File: config.mk
export PLATFORM = sky130hd
export DESIGN_NAME = tacc_alarm_cfg
export DESIGN_NICKNAME = d
export VERILOG_FILES = /design/src/logic/tacc_pkg.sv /design/src/logic/tacc_trip_cmp.sv /design/src/logic/tacc_alarm_cfg.sv
export VERILOG_INCLUDE_DIRS = /design/src /design/src/logic
export SDC_FILE = /design/constraint.sdc
export NUM_CORES = 1
export LEC_CHECK = 0
export BUFFER_PORTS_ARGS = -buffer_cell sky130_fd_sc_hd__buf_4
export CAP_MARGIN = 30
export CORE_MARGIN = 2
export CORE_UTILIZATION = 25
export CTS_CLUSTER_DIAMETER = 50
export DETAILED_ROUTE_END_ITERATION = 10
export GPL_ROUTABILITY_DRIVEN = 0
export MAX_ROUTING_LAYER = met4
export PLACE_DENSITY = 0.47
export RECOVER_POWER = 50
export SETUP_SLACK_MARGIN = 0.15
export SYNTH_ARGS = -nofsm -noshare
export SYNTH_HDL_FRONTEND = slang
export SYNTH_SLANG_ARGS = --single-unit
File: constraint.sdc
create_clock -name clk_in -period 6 [get_ports clk_in]
set_input_delay 0.3 -clock clk_in [delete_from_list [all_inputs] [get_ports clk_in]]
set_output_delay 0.3 -clock clk_in [all_outputs]
set_load 0.005 [all_outputs]
File: src/logic/tacc_cfg.svh
// Purpose: Constants for the temperature alarm configuration block
// Assumes: Temperatures are signed 13-bit words, 0.0625 degC per LSB
// Notes:   Register field positions and reset values live here
`ifndef TACC_CFG_SVH
`define TACC_CFG_SVH

// ****************************************************
// Configuration register fields
// ****************************************************
`define TACC_HYST_HI 10
`define TACC_HYST_LO 9
`define TACC_PDOWN_BIT 8
`define TACC_CLOCK_BIT 7
`define TACC_WLOCK_BIT 6
`define TACC_CLR_BIT 5
`define TACC_STS_BIT 4
`define TACC_OE_BIT 3
`define TACC_CRIT_BIT 2
`define TACC_POL_BIT 1
`define TACC_MODE_BIT 0
`define TACC_REG_RESET 16'h0000

// ****************************************************
// Hysteresis steps in temperature LSBs
// ****************************************************
`define TACC_TEMP_W 13
`define TACC_HYST_OFF 13'h0000
`define TACC_HYST_1P5 13'h0018
`define TACC_HYST_3P0 13'h0030
`define TACC_HYST_6P0 13'h0060

`endif

File: src/logic/tacc_pkg.sv
// Purpose: Types of the temperature alarm configuration block
// Assumes: Constants come from tacc_cfg.svh
// Notes:   Nothing here is imported; users write tacc_pkg::name
package tacc_pkg;

   typedef enum logic [1:0] {
      TACC_HYST_NONE = 2'h0,
      TACC_HYST_SMALL = 2'h1,
      TACC_HYST_MID = 2'h2,
      TACC_HYST_LARGE = 2'h3
   } tacc_hyst_e;

   typedef struct packed {
      logic tripped;
   } tacc_cmp_s;

   typedef struct packed {
      tacc_hyst_e hysteresis_select;
      logic sensor_power_down;
      logic crit_limit_lock;
      logic window_limit_lock;
      logic alert_output_enable;
      logic crit_only_select;
      logic alert_polarity;
      logic alert_mode_select;
      logic alert_latched;
      logic cond_prev;
      logic [15:0] rdata;
   } tacc_state_s;

endpackage

File: src/logic/tacc_trip_cmp.sv
// Purpose: One trip boundary with hysteresis on falling temperature
// Assumes: Temperature and boundary share one signed format
// Notes:   LOW_SIDE selects the lower window boundary behaviour
`timescale 1ns/10ps
`include "tacc_cfg.svh"

module tacc_trip_cmp #(
   parameter bit LOW_SIDE = 1'b0
) (
   input wire logic clk_in,
   input wire logic rstn_in,
   input wire logic ce_in,
   input wire logic update_in,
   input wire logic signed [`TACC_TEMP_W-1:0] temp_in,
   input wire logic signed [`TACC_TEMP_W-1:0] limit_in,
   input wire logic signed [`TACC_TEMP_W-1:0] hyst_in,
   output logic tripped_out
);

   tacc_pkg::tacc_cmp_s state;
   tacc_pkg::tacc_cmp_s next_state;
   logic signed [`TACC_TEMP_W:0] lower_edge;
   logic signed [`TACC_TEMP_W:0] temp_ext;

   // ****************************************************
   // Trip decision
   // ****************************************************
   always_comb begin
      next_state = state;
      // One extra bit so a low boundary minus hysteresis cannot wrap;
      // concatenations are unsigned, so both sides are cast back to signed
      temp_ext = $signed({temp_in[`TACC_TEMP_W-1], temp_in});
      lower_edge = $signed({limit_in[`TACC_TEMP_W-1], limit_in}) -
                   $signed({hyst_in[`TACC_TEMP_W-1], hyst_in});
      if (update_in) begin
         if (LOW_SIDE) begin
            // Trips below boundary minus hysteresis, clears at boundary
            if (temp_ext < lower_edge) begin
               next_state.tripped = 1'b1;
            end else if (temp_in >= limit_in) begin
               next_state.tripped = 1'b0;
            end
         end else begin
            if (temp_in > limit_in) begin
               next_state.tripped = 1'b1;
            end else if (temp_ext < lower_edge) begin
               next_state.tripped = 1'b0;
            end
         end
      end
   end

   always_ff @(posedge clk_in or negedge rstn_in) begin
      if (!rstn_in) begin
         state <= '0;
      end else if (ce_in) begin
         state <= next_state;
      end
   end

   assign tripped_out = state.tripped;

endmodule

File: src/logic/tacc_alarm_cfg.sv
// Purpose: Alarm configuration register and alert pin control
// Assumes: Register strobes and temperature come from logic on clk_in
// Notes:   rstn_in is the internal power-on reset; it alone clears locks
//
// Notes on behaviour
// - High flag holds until below limit minus hysteresis
// - Alert uses the same hysteresis
// - Any lock blocks hysteresis, shutdown, enable, polarity, mode
// - Bit 8 zero converts, one powers sensor down
// - Shutdown freezes data, no alerts, pin released
// - Bit 7 locks critical limit until power-on
// - Bit 6 locks window limits until power-on
// - Clear bit write-only, self-clearing, reads zero
// - Clear releases alert only in interrupt mode
// - Status bit shows alert actively asserted
// - Bit 3 enables alert output
// - Bit 2 restricts alert to critical alarm
// - Only window lock blocks critical-only select
// - Bit 1 sets alert polarity, low default
// - Bit 0 selects comparator or interrupt mode
// - Hysteresis 0, 1.5, 3, 6 degrees on fall
`timescale 1ns/10ps
`include "tacc_cfg.svh"

module tacc_alarm_cfg (
   input wire logic clk_in,
   input wire logic rstn_in,
   input wire logic ce_in,
   input wire logic cfg_wr_in,
   input wire logic [15:0] cfg_wdata_in,
   output logic [15:0] cfg_rdata_out,
   input wire logic temp_valid_in,
   input wire logic signed [`TACC_TEMP_W-1:0] temp_in,
   input wire logic signed [`TACC_TEMP_W-1:0] upper_limit_in,
   input wire logic signed [`TACC_TEMP_W-1:0] lower_limit_in,
   input wire logic signed [`TACC_TEMP_W-1:0] crit_limit_in,
   output logic conv_enable_out,
   output logic crit_wr_allow_out,
   output logic window_wr_allow_out,
   output logic crit_high_out,
   output logic alarm_high_out,
   output logic alarm_low_out,
   output logic alert_out,
   output logic alert_oe_out
);

   tacc_pkg::tacc_state_s state;
   tacc_pkg::tacc_state_s next_state;
   logic [2:0] tripped;
   logic signed [`TACC_TEMP_W-1:0] trip_limit [3];
   logic signed [`TACC_TEMP_W-1:0] hyst_amount;
   logic sample_update;
   logic any_lock;
   logic alarm_cond;
   logic alert_active;
   logic clear_req;

   // ****************************************************
   // Trip comparators: 0 upper, 1 lower, 2 critical
   // ****************************************************
   // Data stays frozen while powered down
   assign sample_update = temp_valid_in & ~state.sensor_power_down;

   // Steps are held in temperature LSBs so the compare needs no scaling
   always_comb begin
      case (state.hysteresis_select)
         tacc_pkg::TACC_HYST_NONE: hyst_amount = `TACC_HYST_OFF;
         tacc_pkg::TACC_HYST_SMALL: hyst_amount = `TACC_HYST_1P5;
         tacc_pkg::TACC_HYST_MID: hyst_amount = `TACC_HYST_3P0;
         tacc_pkg::TACC_HYST_LARGE: hyst_amount = `TACC_HYST_6P0;
         default: hyst_amount = `TACC_HYST_OFF;
      endcase
   end

   // Upper and critical trip on a rise; the lower boundary trips on a fall
   always_comb begin
      trip_limit[0] = upper_limit_in;
      trip_limit[1] = lower_limit_in;
      trip_limit[2] = crit_limit_in;
   end

   genvar gi;
   generate
      for (gi = 0; gi < 3; gi++) begin : g_trip
         tacc_trip_cmp #(
            .LOW_SIDE(gi == 1)
         ) u_trip (
            .clk_in(clk_in),
            .rstn_in(rstn_in),
            .ce_in(ce_in),
            .update_in(sample_update),
            .temp_in(temp_in),
            .limit_in(trip_limit[gi]),
            .hyst_in(hyst_amount),
            .tripped_out(tripped[gi])
         );
      end
   endgenerate

   // ****************************************************
   // Alarm condition and alert state
   // ****************************************************
   always_comb begin
      if (state.crit_only_select) begin
         alarm_cond = tripped[2];
      end else begin
         alarm_cond = |tripped;
      end
   end

   // ****************************************************
   // Write qualifiers
   // ****************************************************
   // Either lock freezes the alert configuration fields other than critical-only select
   assign any_lock = state.crit_limit_lock | state.window_limit_lock;
   // The clear is a one-cycle request; the bit itself is never stored
   assign clear_req = cfg_wr_in & cfg_wdata_in[`TACC_CLR_BIT];

   // Disabled or asleep, no alert may be raised, latched or not
   always_comb begin
      if (state.sensor_power_down || !state.alert_output_enable) begin
         alert_active = 1'b0;
      end else if (state.alert_mode_select) begin
         alert_active = state.alert_latched;
      end else begin
         alert_active = alarm_cond;
      end
   end

   // ****************************************************
   // Next state
   // ****************************************************
   always_comb begin
      next_state = state;
      // Only the rising edge of the condition arms the interrupt latch, so
      // a standing alarm does not re-arm straight after the host clears it
      next_state.cond_prev = alarm_cond;
      if (cfg_wr_in) begin
         // Locks only ever set; the power-on reset is their sole clear
         if (cfg_wdata_in[`TACC_CLOCK_BIT]) begin
            next_state.crit_limit_lock = 1'b1;
         end
         if (cfg_wdata_in[`TACC_WLOCK_BIT]) begin
            next_state.window_limit_lock = 1'b1;
         end
         // Old lock values gate the fields, so a write that sets a lock
         // still updates the other fields of that same word
         if (!any_lock) begin
            next_state.hysteresis_select = tacc_pkg::tacc_hyst_e'(
               cfg_wdata_in[`TACC_HYST_HI:`TACC_HYST_LO]);
            next_state.sensor_power_down =
               cfg_wdata_in[`TACC_PDOWN_BIT];
            next_state.alert_output_enable =
               cfg_wdata_in[`TACC_OE_BIT];
            next_state.alert_polarity = cfg_wdata_in[`TACC_POL_BIT];
            next_state.alert_mode_select =
               cfg_wdata_in[`TACC_MODE_BIT];
         end
         if (!state.window_limit_lock) begin
            next_state.crit_only_select = cfg_wdata_in[`TACC_CRIT_BIT];
         end
      end
      // Clear acts only in interrupt mode; a new trip in the same cycle wins
      if (clear_req && state.alert_mode_select) begin
         next_state.alert_latched = 1'b0;
      end
      if (!state.alert_mode_select || state.sensor_power_down) begin
         next_state.alert_latched = 1'b0;
      end else if (alarm_cond && !state.cond_prev) begin
         next_state.alert_latched = 1'b1;
      end
      // Read image: clear bit always zero, reserved bits zero
      next_state.rdata = `TACC_REG_RESET;
      next_state.rdata[`TACC_HYST_HI:`TACC_HYST_LO] =
         next_state.hysteresis_select;
      next_state.rdata[`TACC_PDOWN_BIT] = next_state.sensor_power_down;
      next_state.rdata[`TACC_CLOCK_BIT] = next_state.crit_limit_lock;
      next_state.rdata[`TACC_WLOCK_BIT] = next_state.window_limit_lock;
      next_state.rdata[`TACC_CLR_BIT] = 1'b0;
      // Status follows the pin one cycle late
      next_state.rdata[`TACC_STS_BIT] = alert_active;
      next_state.rdata[`TACC_OE_BIT] = next_state.alert_output_enable;
      next_state.rdata[`TACC_CRIT_BIT] = next_state.crit_only_select;
      next_state.rdata[`TACC_POL_BIT] = next_state.alert_polarity;
      next_state.rdata[`TACC_MODE_BIT] = next_state.alert_mode_select;
   end

   always_ff @(posedge clk_in or negedge rstn_in) begin
      if (!rstn_in) begin
         state <= '0;
      end else if (ce_in) begin
         state <= next_state;
      end
   end

   // ****************************************************
   // Outputs
   // ****************************************************
   assign cfg_rdata_out = state.rdata;
   assign conv_enable_out = ~state.sensor_power_down;
   // Permissions for the trip-limit registers held outside this block
   assign crit_wr_allow_out = ~state.crit_limit_lock;
   assign window_wr_allow_out = ~state.window_limit_lock;
   assign crit_high_out = tripped[2];
   assign alarm_high_out = tripped[0];
   assign alarm_low_out = tripped[1];

   // Active low is open drain and needs the pull-up; active high drives
   // both levels while enabled. Shutdown always releases the pin.
   always_comb begin
      if (state.sensor_power_down || !state.alert_output_enable) begin
         alert_out = 1'b0;
         alert_oe_out = 1'b0;
      end else if (state.alert_polarity) begin
         alert_out = alert_active;
         alert_oe_out = 1'b1;
      end else begin
         alert_out = 1'b0;
         alert_oe_out = alert_active;
      end
   end

endmodule

==> flow_summary.json, run 1 <==
{
  "syn-instance-count": 397,
  "hp-class": "in2reg",
  "ir_worst_vdd_mv": 0.134,
  "cts_tree": "yes",
  "regArea_um2": 375,
  "cap_violations": 0,
  "hold_ws_ps": 260,
  "synth-main-ff-cell": "dfrtp_1",
  "p_switching_mw": 0.206,
  "grt_pass1_vias": 3207,
  "cp.arrival_ps": 3930,
  "hold_viol_final": 0,
  "dieHeight_um": 118,
  "final_cell_mix": "87 x ha_1, 78 x buf_4, 56 x inv_1",
  "synth_edf_count": 0,
  "p_total_mw": 0.553,
  "htreeDepth": 1,
  "firstDrtPassIters": 4,
  "via_per_inst": 4.64,
  "setup_viol": 0,
  "final_common_cell": "ha_1",
  "diodes": 0,
  "synth-seq-cells": 15,
  "crit_path_max_fanout": 6,
  "antenna_found_initial": 0,
  "seqPwrFrac_pct": 21.3,
  "fin_skew_ps": 4.50,
  "die_width_um": 118,
  "period_share_pct": 63.5,
  "final_core_util_pct": 32.1,
  "wl_per_cell_um": 13.5,
  "vias": 2995,
  "synth_area_per_cell_um2": 8.12,
  "grt_usage_pct": 13.1,
  "synth.area.top_cells": "ha_1 34%, dfrtp_1 12%, inv_1 6.5%, xnor2_1 5.4%, a21oi_1 5.0%",
  "start_util_pct": 25.6,
  "io_pins": 97,
  "area_growth_pct": 25.5,
  "postCtsResizedCells": 0,
  "hpwl_um": 7720,
  "relSlewSlack_pct": 44.2,
  "synthArstFlopShare_pct": 100,
  "synth_top_cell_by_area": "ha_1",
  "status": "finished clean",
  "syn_area_mm2": 0.00323,
  "root_buffer": "clkbuf_16",
  "cts_buffers": 3,
  "drc": 0,
  "placementRows": 41,
  "synthDistinctLibCells": 50,
  "yosysWarnings": 0,
  "fill_cells": 1388,
  "nNetsFinal": 638,
  "first_iter_violations": 70,
  "multi_input_area_mm2": 0.00253,
  "antenna_left": 0,
  "core_area_mm2": 0.0126,
  "setup_ws_ps": 2190,
  "cts.sinks": 15,
  "p_per_area_mw_per_mm2": 137,
  "setup-tns-final_ps": 0,
  "path_clk_slew_ps": 50,
  "clkLatencyLatePin_ps": 250,
  "tightest_slew_ps": 837,
  "route.final.wire_length_um": 8720,
  "drive_above_1_share_pct": 20.7,
  "critPathKind": "reg2reg",
  "p_int_mw": 0.347,
  "p_leak_nw": 2.10,
  "clkPwrFrac_pct": 23.3,
  "timing.fmax_ghz": 0.262,
  "rsz0062_at_grt": "no",
  "grt_max_degree": 16,
  "post-place-ws_ps": 2150,
  "grt_pass1_wl_um": 14800,
  "post-synth-top-area-fraction_pct": 33.7,
  "grt_overflow": 0,
  "slew_violations": 0,
  "cp.required_ps": 6120,
  "yosysSeqAreaShare_pct": 11.6,
  "p_sw_share_pct": 37.2,
  "combinationalPowerShare_pct": 55.4,
  "dieArea_mm2": 0.0138,
  "numPortBuffers": 84,
  "end_kind": "register",
  "cp-start-kind": "register",
  "clockBufferDepth": 2,
  "period_needed_ps": 3810
}
state kept, by name, summed over array words and instances (netlist names):
register                   count
cfg_rdata_out                  8
g_trip.u_trip.tripped_out      3
state                          4
area by class of cell:
cell class              count  area share (%)
inverters                  56            5.19
multi-input cells         314            62.5
flip-flops and latches     15            9.27
clock buffers               3            1.85
clock inverters             1           0.124
repair buffers             85            15.7
well taps                 172            5.32
repair_timing:
item | in CTS | in global routing
hold buffers | 1 | 0
buffers inserted | 0 | 0
hold endpoints to repair | 15 | 0
path summary, 6_finish.rpt:
path,end,cells after the start,startpoint,slack (ps)
worst max-delay path,g_trip[1].u_trip.tripped_out$_DFFE_PN0P_,14,state[25]$_DFFE_PN0P_,2190
worst min-delay path,cfg_rdata_out[8]$_DFFE_PN0P_,3,cfg_wdata_in[8],260
worst max register to register,g_trip[1].u_trip.tripped_out$_DFFE_PN0P_,14,state[25]$_DFFE_PN0P_,2190
worst min register to register,cfg_rdata_out[7]$_DFFE_PN0P_,2,cfg_rdata_out[7]$_DFFE_PN0P_,530
max in group asynchronous,state[25]$_DFFE_PN0P_,2,rstn_in,4810
min in group asynchronous,cfg_rdata_out[7]$_DFFE_PN0P_,2,rstn_in,670
power groups by stage:
stage | logic [mW] | registers, mW | clock network (mW)
3_5_place_dp | 0.309 | 0.119 | 0
5_1_grt | 0.353 | 0.119 | 0.138
4_1_cts | 0.311 | 0.118 | 0.133
6_report | 0.306 | 0.118 | 0.129
3_3_place_gp | 0.302 | 0.119 | 0
2_1_floorplan | 0.199 | 0.117 | 0
synthesized netlist by cell type, types with 4 or more instances:
master / number
nand2_1: 22
o21ai_0: 14
ha_1: 87
dfrtp_1: 15
nand3_1: 12
o211ai_1: 4
and3_1: 8
inv_1: 56
a21o_1: 9
mux2_2: 4
a21oi_1: 32
nand2b_1: 4
nor3_1: 6
nor2_1: 24
buf_4: 17
xnor2_1: 20
nand4_1: 8
nor2b_1: 7
critical path: stages, from the launching register on:
cell	delay, ps
dfrtp_1	390
inv_1	80
ha_1	490
ha_1	300
nor2b_1	130
o21a_1	170
o21ai_0	430
nand3_1	170
xnor2_1	160
ha_1	280
and4_1	220
o211ai_1	100
o21ai_1	140
mux2_1	330
a211o_1	300
per-stage QoR:
stage	std cells	area, um2
2_1_floorplan	402	3240
3_3_place_gp	641	3960
3_5_place_dp	641	3960
4_1_cts	646	4050
5_1_grt	646	4050
6_report	646	4050
per-layer routing:
layer / GRT usage, % / vias up / wire length (um)
met4: 1.81 / 0 / 36
met2: 23.5 / 71 / 4240
met3: 1.94 / 4 / 405
met5: - / - / 0
li1: - / 1546 / -
met1: 16.1 / 1374 / 4040
kinds of logic (layout without fill, tap and decap cells):
group / after synthesis / count (layout) / share of synthesized area [%]
DFF: 15 / 15 / 11.6
buffers and inverters: 73 / 145 / 10.5
AOI/OAI and AO/OA: 84 / 84 / 16.7
other: 1 / 6 / 0.116
xor gates and xnor gates: 22 / 22 / 5.97
and+or+nand+nor: 104 / 104 / 16.8
muxes: 8 / 8 / 2.68
adders and majority gates: 90 / 90 / 35.6
No activity file was read; power rests on OpenSTA's default activity.
==> run 2: changes to the inputs <==
clock period = 3.7 ns   (was 6 ns; I/O delays follow)
==> flow_summary.json, run 2 (synthesis results as in run 1) <==
{
  "critPathBufInv": 1,
  "core_area_mm2": 0.0126,
  "clockBufferDepth": 2,
  "diodes": 0,
  "p_per_area_mw_per_mm2": 222,
  "grt_pass1_wl_um": 14500,
  "setup_viol": 0,
  "crit_path_max_fanout": 4,
  "dieArea_mm2": 0.0138,
  "cts_buffers": 3,
  "antenna_found_initial": 0,
  "worst_path_max_delay_cell": "dfrtp_2",
  "largest_reg_flops": 8,
  "crit_chain": "ha_1 > nor2_2 > ha_1 > o21a_1 > o21ai_0 > buf_4 > nand3_1 > xnor2_1 > ha_1 > and4_1 > o211ai_1 > o21ai_1 > mux2_1 > a211o_1",
  "p_leak_nw": 2.12,
  "period_share_pct": 91.3,
  "grt_usage_pct": 13.1,
  "first_iter_violations": 65,
  "final_core_util_pct": 32.7,
  "cp_slowest_stage_delay_ps": 440,
  "relSlewSlack_pct": 37.1,
  "grt_max_degree": 16,
  "r2r_slack_ps": 320,
  "io_pins": 97,
  "drc": 0,
  "cp_common_cell": "ha_1",
  "final_cell_mix": "85 x ha_1, 81 x buf_4, 54 x inv_1",
  "cts_tree": "yes",
  "rsz0062_at_grt": "yes",
  "dieHeight_um": 118,
  "antenna_left": 0,
  "status": "finished clean",
  "final_common_cell": "ha_1",
  "cap_violations": 0,
  "root_buffer": "clkbuf_16",
  "route.final.wire_length_um": 8850,
  "cp-start-kind": "register",
  "die_width_um": 118,
  "grt_pass1_vias": 3190,
  "placementRows": 41,
  "drive_above_1_share_pct": 23.4,
  "critPathKind": "reg2reg",
  "hold_viol_final": 0,
  "path_delay_family": "adder cells",
  "ir_worst_vdd_mv": 0.140,
  "wl_per_cell_um": 13.6,
  "start_util_pct": 25.6,
  "end_kind": "register",
  "cp.arrival_ps": 3510,
  "hp-class": "in2reg",
  "area_growth_pct": 27.9,
  "path_clk_slew_ps": 50,
  "hpwl_um": 7850,
  "htreeDepth": 1,
  "numPortBuffers": 84,
  "slew_violations": 0,
  "clkLatencyLatePin_ps": 250,
  "period_needed_ps": 3380,
  "cp.required_ps": 3830,
  "setup-tns-final_ps": 0,
  "nNetsFinal": 643,
  "cts.sinks": 15,
  "grt_overflow": 0,
  "firstDrtPassIters": 4,
  "vias": 3005,
  "fin_skew_ps": 1.90,
  "via_per_inst": 4.62,
  "timing.fmax_ghz": 0.296,
  "tightest_slew_ps": 943
}
-- run 2: per-stage QoR --
stage / setup slack, ps / power (mW) / std cells / hold slack, ps / cell area [um2]
after floorplan: 382 / 0.512 / 402 / -111 / 3240
after global placement: 185 / 0.690 / 646 / 63.5 / 4000
after detailed placement: 149 / 0.704 / 646 / 61.2 / 4000
after CTS: 182 / 0.928 / 651 / 141 / 4090
after global routing: 129 / 1.01 / 651 / 156 / 4130
final: 321 / 0.918 / 651 / 144 / 4130
-- run 2: path summary, 6_finish.rpt --
check / from / endpoint / depth (start not counted)
min in group asynchronous: rstn_in / cfg_rdata_out[1]$_DFFE_PN0P_ / 2
worst max-delay path: state[25]$_DFFE_PN0P_ / g_trip[1].u_trip.tripped_out$_DFFE_PN0P_ / 14
worst min register to register: cfg_rdata_out[4]$_DFFE_PN0P_ / cfg_rdata_out[4]$_DFFE_PN0P_ / 2
max in group asynchronous: rstn_in / state[25]$_DFFE_PN0P_ / 2
worst max register to register: state[25]$_DFFE_PN0P_ / g_trip[1].u_trip.tripped_out$_DFFE_PN0P_ / 14
worst min-delay path: cfg_wdata_in[9] / state[25]$_DFFE_PN0P_ / 3
-- run 2: repair_timing --
item                                   in CTS  in global routing
pin swaps                                   0                  1
endpoints found under the hold margin      15                  0
gates cloned                                0                  0
setup endpoints to repair                   1                  3
resized for setup                           1                 11
hold buffers                                1                  0
setup buffers                               0                  0
-- run 2: layout make-up --
cell class,count,area [um2]
timing repair buffer,90,671
sequential,15,378
clock inverter,1,5.00
tap,172,215
multi-input combinational,314,2570
clock buffer,3,75.1
inverter,56,210
fill,1351,8490
-- run 2: power by group --
part	total, mW	switching, mW	internal, mW
clock network	0.217	0.0725	0.145
logic	0.508	0.258	0.250
registers	0.193	0.0157	0.177
-- run 2: metal layers --
metal,routed length (um),vias up,global-route usage [%]
met5,0,-,-
met4,21,0,1.66
met3,410,2,2.18
met2,4390,65,23.9
met1,4030,1382,15.4
li1,-,1556,-
-- run 2: worst reg2reg max path: cells and delay by family, from the launching register on --
kind | cells | cell delay (ps)
and+or+nand+nor | 3 | 550
DFF | 1 | 440
buffers and inverters | 1 | 160
adders and majority gates | 3 | 850
AOI/OAI and AO/OA | 5 | 800
xor gates and xnor gates | 1 | 150
muxes | 1 | 330
==> run 3: changes to the inputs <==
BUFFER_PORTS_ARGS = -buffer_cell sky130_fd_sc_hd__buf_2   (was -buffer_cell sky130_fd_sc_hd__buf_4)
CORE_MARGIN = 1   (was 2)
PLACE_DENSITY = 0.45   (was 0.47)
SYNTH_HIERARCHICAL = 1   (was default)
==> flow_summary.json, run 3 <==
{
  "cts_tree": "yes",
  "synthTopCellsByCount": "121 x ha_1, 102 x inv_1, 44 x a21oi_1",
  "synth_top_cell_by_area": "ha_1",
  "synth-main-ff-cell": "dfrtp_1",
  "grt_pass1_vias": 4252,
  "cts.sinks": 15,
  "yosysSeqAreaShare_pct": 7.84,
  "path_delay_family": "compound AO/OA/AOI/OAI gates",
  "grt_pass1_wl_um": 21300,
  "synthXorXnorAreaFrac_pct": 4.39,
  "synth_fa_ha_area_share_pct": 32.9,
  "reg2reg_from": "state[26]$_DFFE_PN0P_",
  "final_cell_mix": "111 x ha_1, 97 x inv_1, 78 x buf_2",
  "period_share_pct": 94.8,
  "syn-instance-count": 600,
  "first_iter_violations": 132,
  "path_clk_slew_ps": 50,
  "synthMuxAreaShare_pct": 2.48,
  "synth-seq-cells": 15,
  "antenna_left": 0,
  "startpoint": "state[26]$_DFFE_PN0P_",
  "die_width_um": 140,
  "synth_area_per_cell_um2": 7.98,
  "worst_path_max_delay_cell": "dfrtp_2",
  "synthSimpleGateAreaFrac_pct": 16.9,
  "period_needed_ps": 3510,
  "root_buffer": "clkbuf_16",
  "p_leak_nw": 2.98,
  "critPathKind": "reg2reg",
  "cts_buffers": 3,
  "cp.required_ps": 3890,
  "cp_common_cell": "buf_4",
  "final_common_cell": "ha_1",
  "numPortBuffers": 84,
  "slew_violations": 0,
  "hpwl_um": 11400,
  "htreeDepth": 1,
  "critPathBufInv": 4,
  "ir_worst_vdd_mv": 0.146,
  "synth-compound-area-share_pct": 24.3,
  "post-place-ws_ps": 14.5,
  "post-synth-top-area-fraction_pct": 31.6,
  "hold_ws_ps": 166,
  "synth.most_common_cell": "ha_1",
  "drc": 0,
  "p_per_area_mw_per_mm2": 209,
  "start_util_pct": 25.5,
  "via_per_inst": 4.56,
  "area_growth_pct": 24.6,
  "clkLatencyLatePin_ps": 250,
  "dieArea_mm2": 0.0197,
  "tightest_slew_ps": 840,
  "hold_viol_final": 0,
  "io_pins": 97,
  "synthDistinctLibCells": 71,
  "dieHeight_um": 140,
  "synth_top_family_by_area": "adder cells",
  "crit_path_max_fanout": 5,
  "wl_per_cell_um": 13.7,
  "nNetsFinal": 923,
  "antenna_found_initial": 0,
  "clockBufferDepth": 2,
  "hp-start": "cfg_wdata_in[2]",
  "fin_skew_ps": 4.30,
  "cp.arrival_ps": 3700,
  "timing.fmax_ghz": 0.285,
  "crit_chain": "ha_2 > buf_4 > inv_2 > ha_4 > a21oi_2 > nor2b_2 > o21a_2 > o31ai_4 > xor2_1 > ha_1 > nand4_1 > buf_4 > a21oi_4 > o41ai_4 > and4b_1 > o311ai_2 > buf_4",
  "setup_ws_ps": 192,
  "grt_max_degree": 16,
  "setup_viol": 0,
  "final_core_util_pct": 31.8,
  "relSlewSlack_pct": 44.0,
  "hp-class": "in2reg",
  "cp_slowest_stage_delay_ps": 450,
  "firstDrtPassIters": 6,
  "cap_violations": 0,
  "setup-tns-final_ps": 0,
  "synth_edf_count": 0,
  "rsz0062_at_grt": "yes",
  "syn_area_mm2": 0.00479,
  "synthArstFlopShare_pct": 100,
  "route.final.wire_length_um": 13100,
  "drive_above_1_share_pct": 24.4,
  "yosysWarnings": 6,
  "placementRows": 50,
  "grt_usage_pct": 13.8,
  "synth.area.top_cells": "ha_1 32%, inv_1 8.0%, dfrtp_1 7.8%, a21oi_1 4.6%, xor2_1 2.6%",
  "grt_overflow": 0,
  "vias": 4371,
  "largest_reg_flops": 8,
  "end_kind": "register",
  "diodes": 0,
  "fill_cells": 2063,
  "status": "finished clean",
  "cp-start-kind": "register",
  "p_total_mw": 1.25,
  "core_area_mm2": 0.0188
}
==> run 3: cell count changes in the layout (fill, tap and decap cells not counted), sizes merged, moves of 7 or more <==
cell and change:
xnor2 -10, conb +30, o21ai +7, ha +34, a21oi +14, buf +19
inv +46, nand2 +9, xor2 +12, nor2b +7
==> run 3: stage by stage <==
stage,instances,area [um2]
global placement,948,5610
floorplan,635,4920
detailed placement,948,5610
global route,959,5970
CTS,956,5840
finish,959,5970
==> run 3: where the power goes <==
group | internal, mW | switching [mW]
Sequential | 0.177 | 0.0141
Clock | 0.144 | 0.0667
Combinational | 0.389 | 0.458
Total | 0.710 | 0.539
==> run 3: cell type report <==
cell class / count / area [um2] / share of cell area (%)
Multi-Input combinational cell: 497 / 4250 / 71.2
Timing Repair Buffer: 107 / 588 / 9.85
Inverter: 102 / 383 / 6.41
Sequential cell: 15 / 378 / 6.33
Tap cell: 234 / 293 / 4.90
Clock buffer: 3 / 75.1 / 1.26
Clock inverter: 1 / 5.00 / 0.0838
==> run 3: cells by family after synthesis <==
| family | after synthesis |
|---|---|
| AOI/OAI and AO/OA | 159 |
| and+or+nand+nor | 143 |
| adders and majority gates | 124 |
| buffers and inverters | 123 |
| xor gates and xnor gates | 24 |
| DFF | 15 |
| muxes | 11 |
| other | 1 |
==> run 3: path summary, 6_finish.rpt <==
kind / to / slack [ps] / cells after the start
max: g_trip[2].u_trip/tripped_out$_DFFE_PN0P_ / 190 / 17
min: cfg_rdata_out[2]$_DFFE_PN0P_ / 170 / 2
max reg2reg: g_trip[2].u_trip/tripped_out$_DFFE_PN0P_ / 190 / 17
min reg2reg: cfg_rdata_out[3]$_DFFE_PN0P_ / 530 / 1
max in group asynchronous: state[25]$_DFFE_PN0P_ / 2570 / 2
min in group asynchronous: cfg_rdata_out[7]$_DFFE_PN0P_ / 560 / 2
==> run 3: metal layers <==
metal	track usage (%)	routed length [um]	vias up	share of wire (%)
li1	-	-	2361	-
met5	-	0	-	0
met1	18.8	6790	1955	52
met3	0.786	209	6	1.6
met4	1.16	59	0	0.45
met2	23.0	6060	49	46
==> run 3: worst reg2reg max path: cells and delay by family (launching register included) <==
kind / cells / cell delay, ps
AO/OA/AOI/OAI: 6 / 1160
adder cells (fa/ha/maj): 3 / 720
buffers and inverters: 4 / 560
AND/OR/NAND/NOR: 3 / 460
XOR/XNOR: 1 / 100
flip-flops: 1 / 450
==> run 3: what timing repair did <==
action | CTS | global route
endpoints found under the hold margin | 15 | 0
hold buffers | 1 | 0
pin swaps | 20 | 22
setup endpoints to repair | 2 | 3
buffers inserted | 3 | 3
resized for setup | 26 | 24
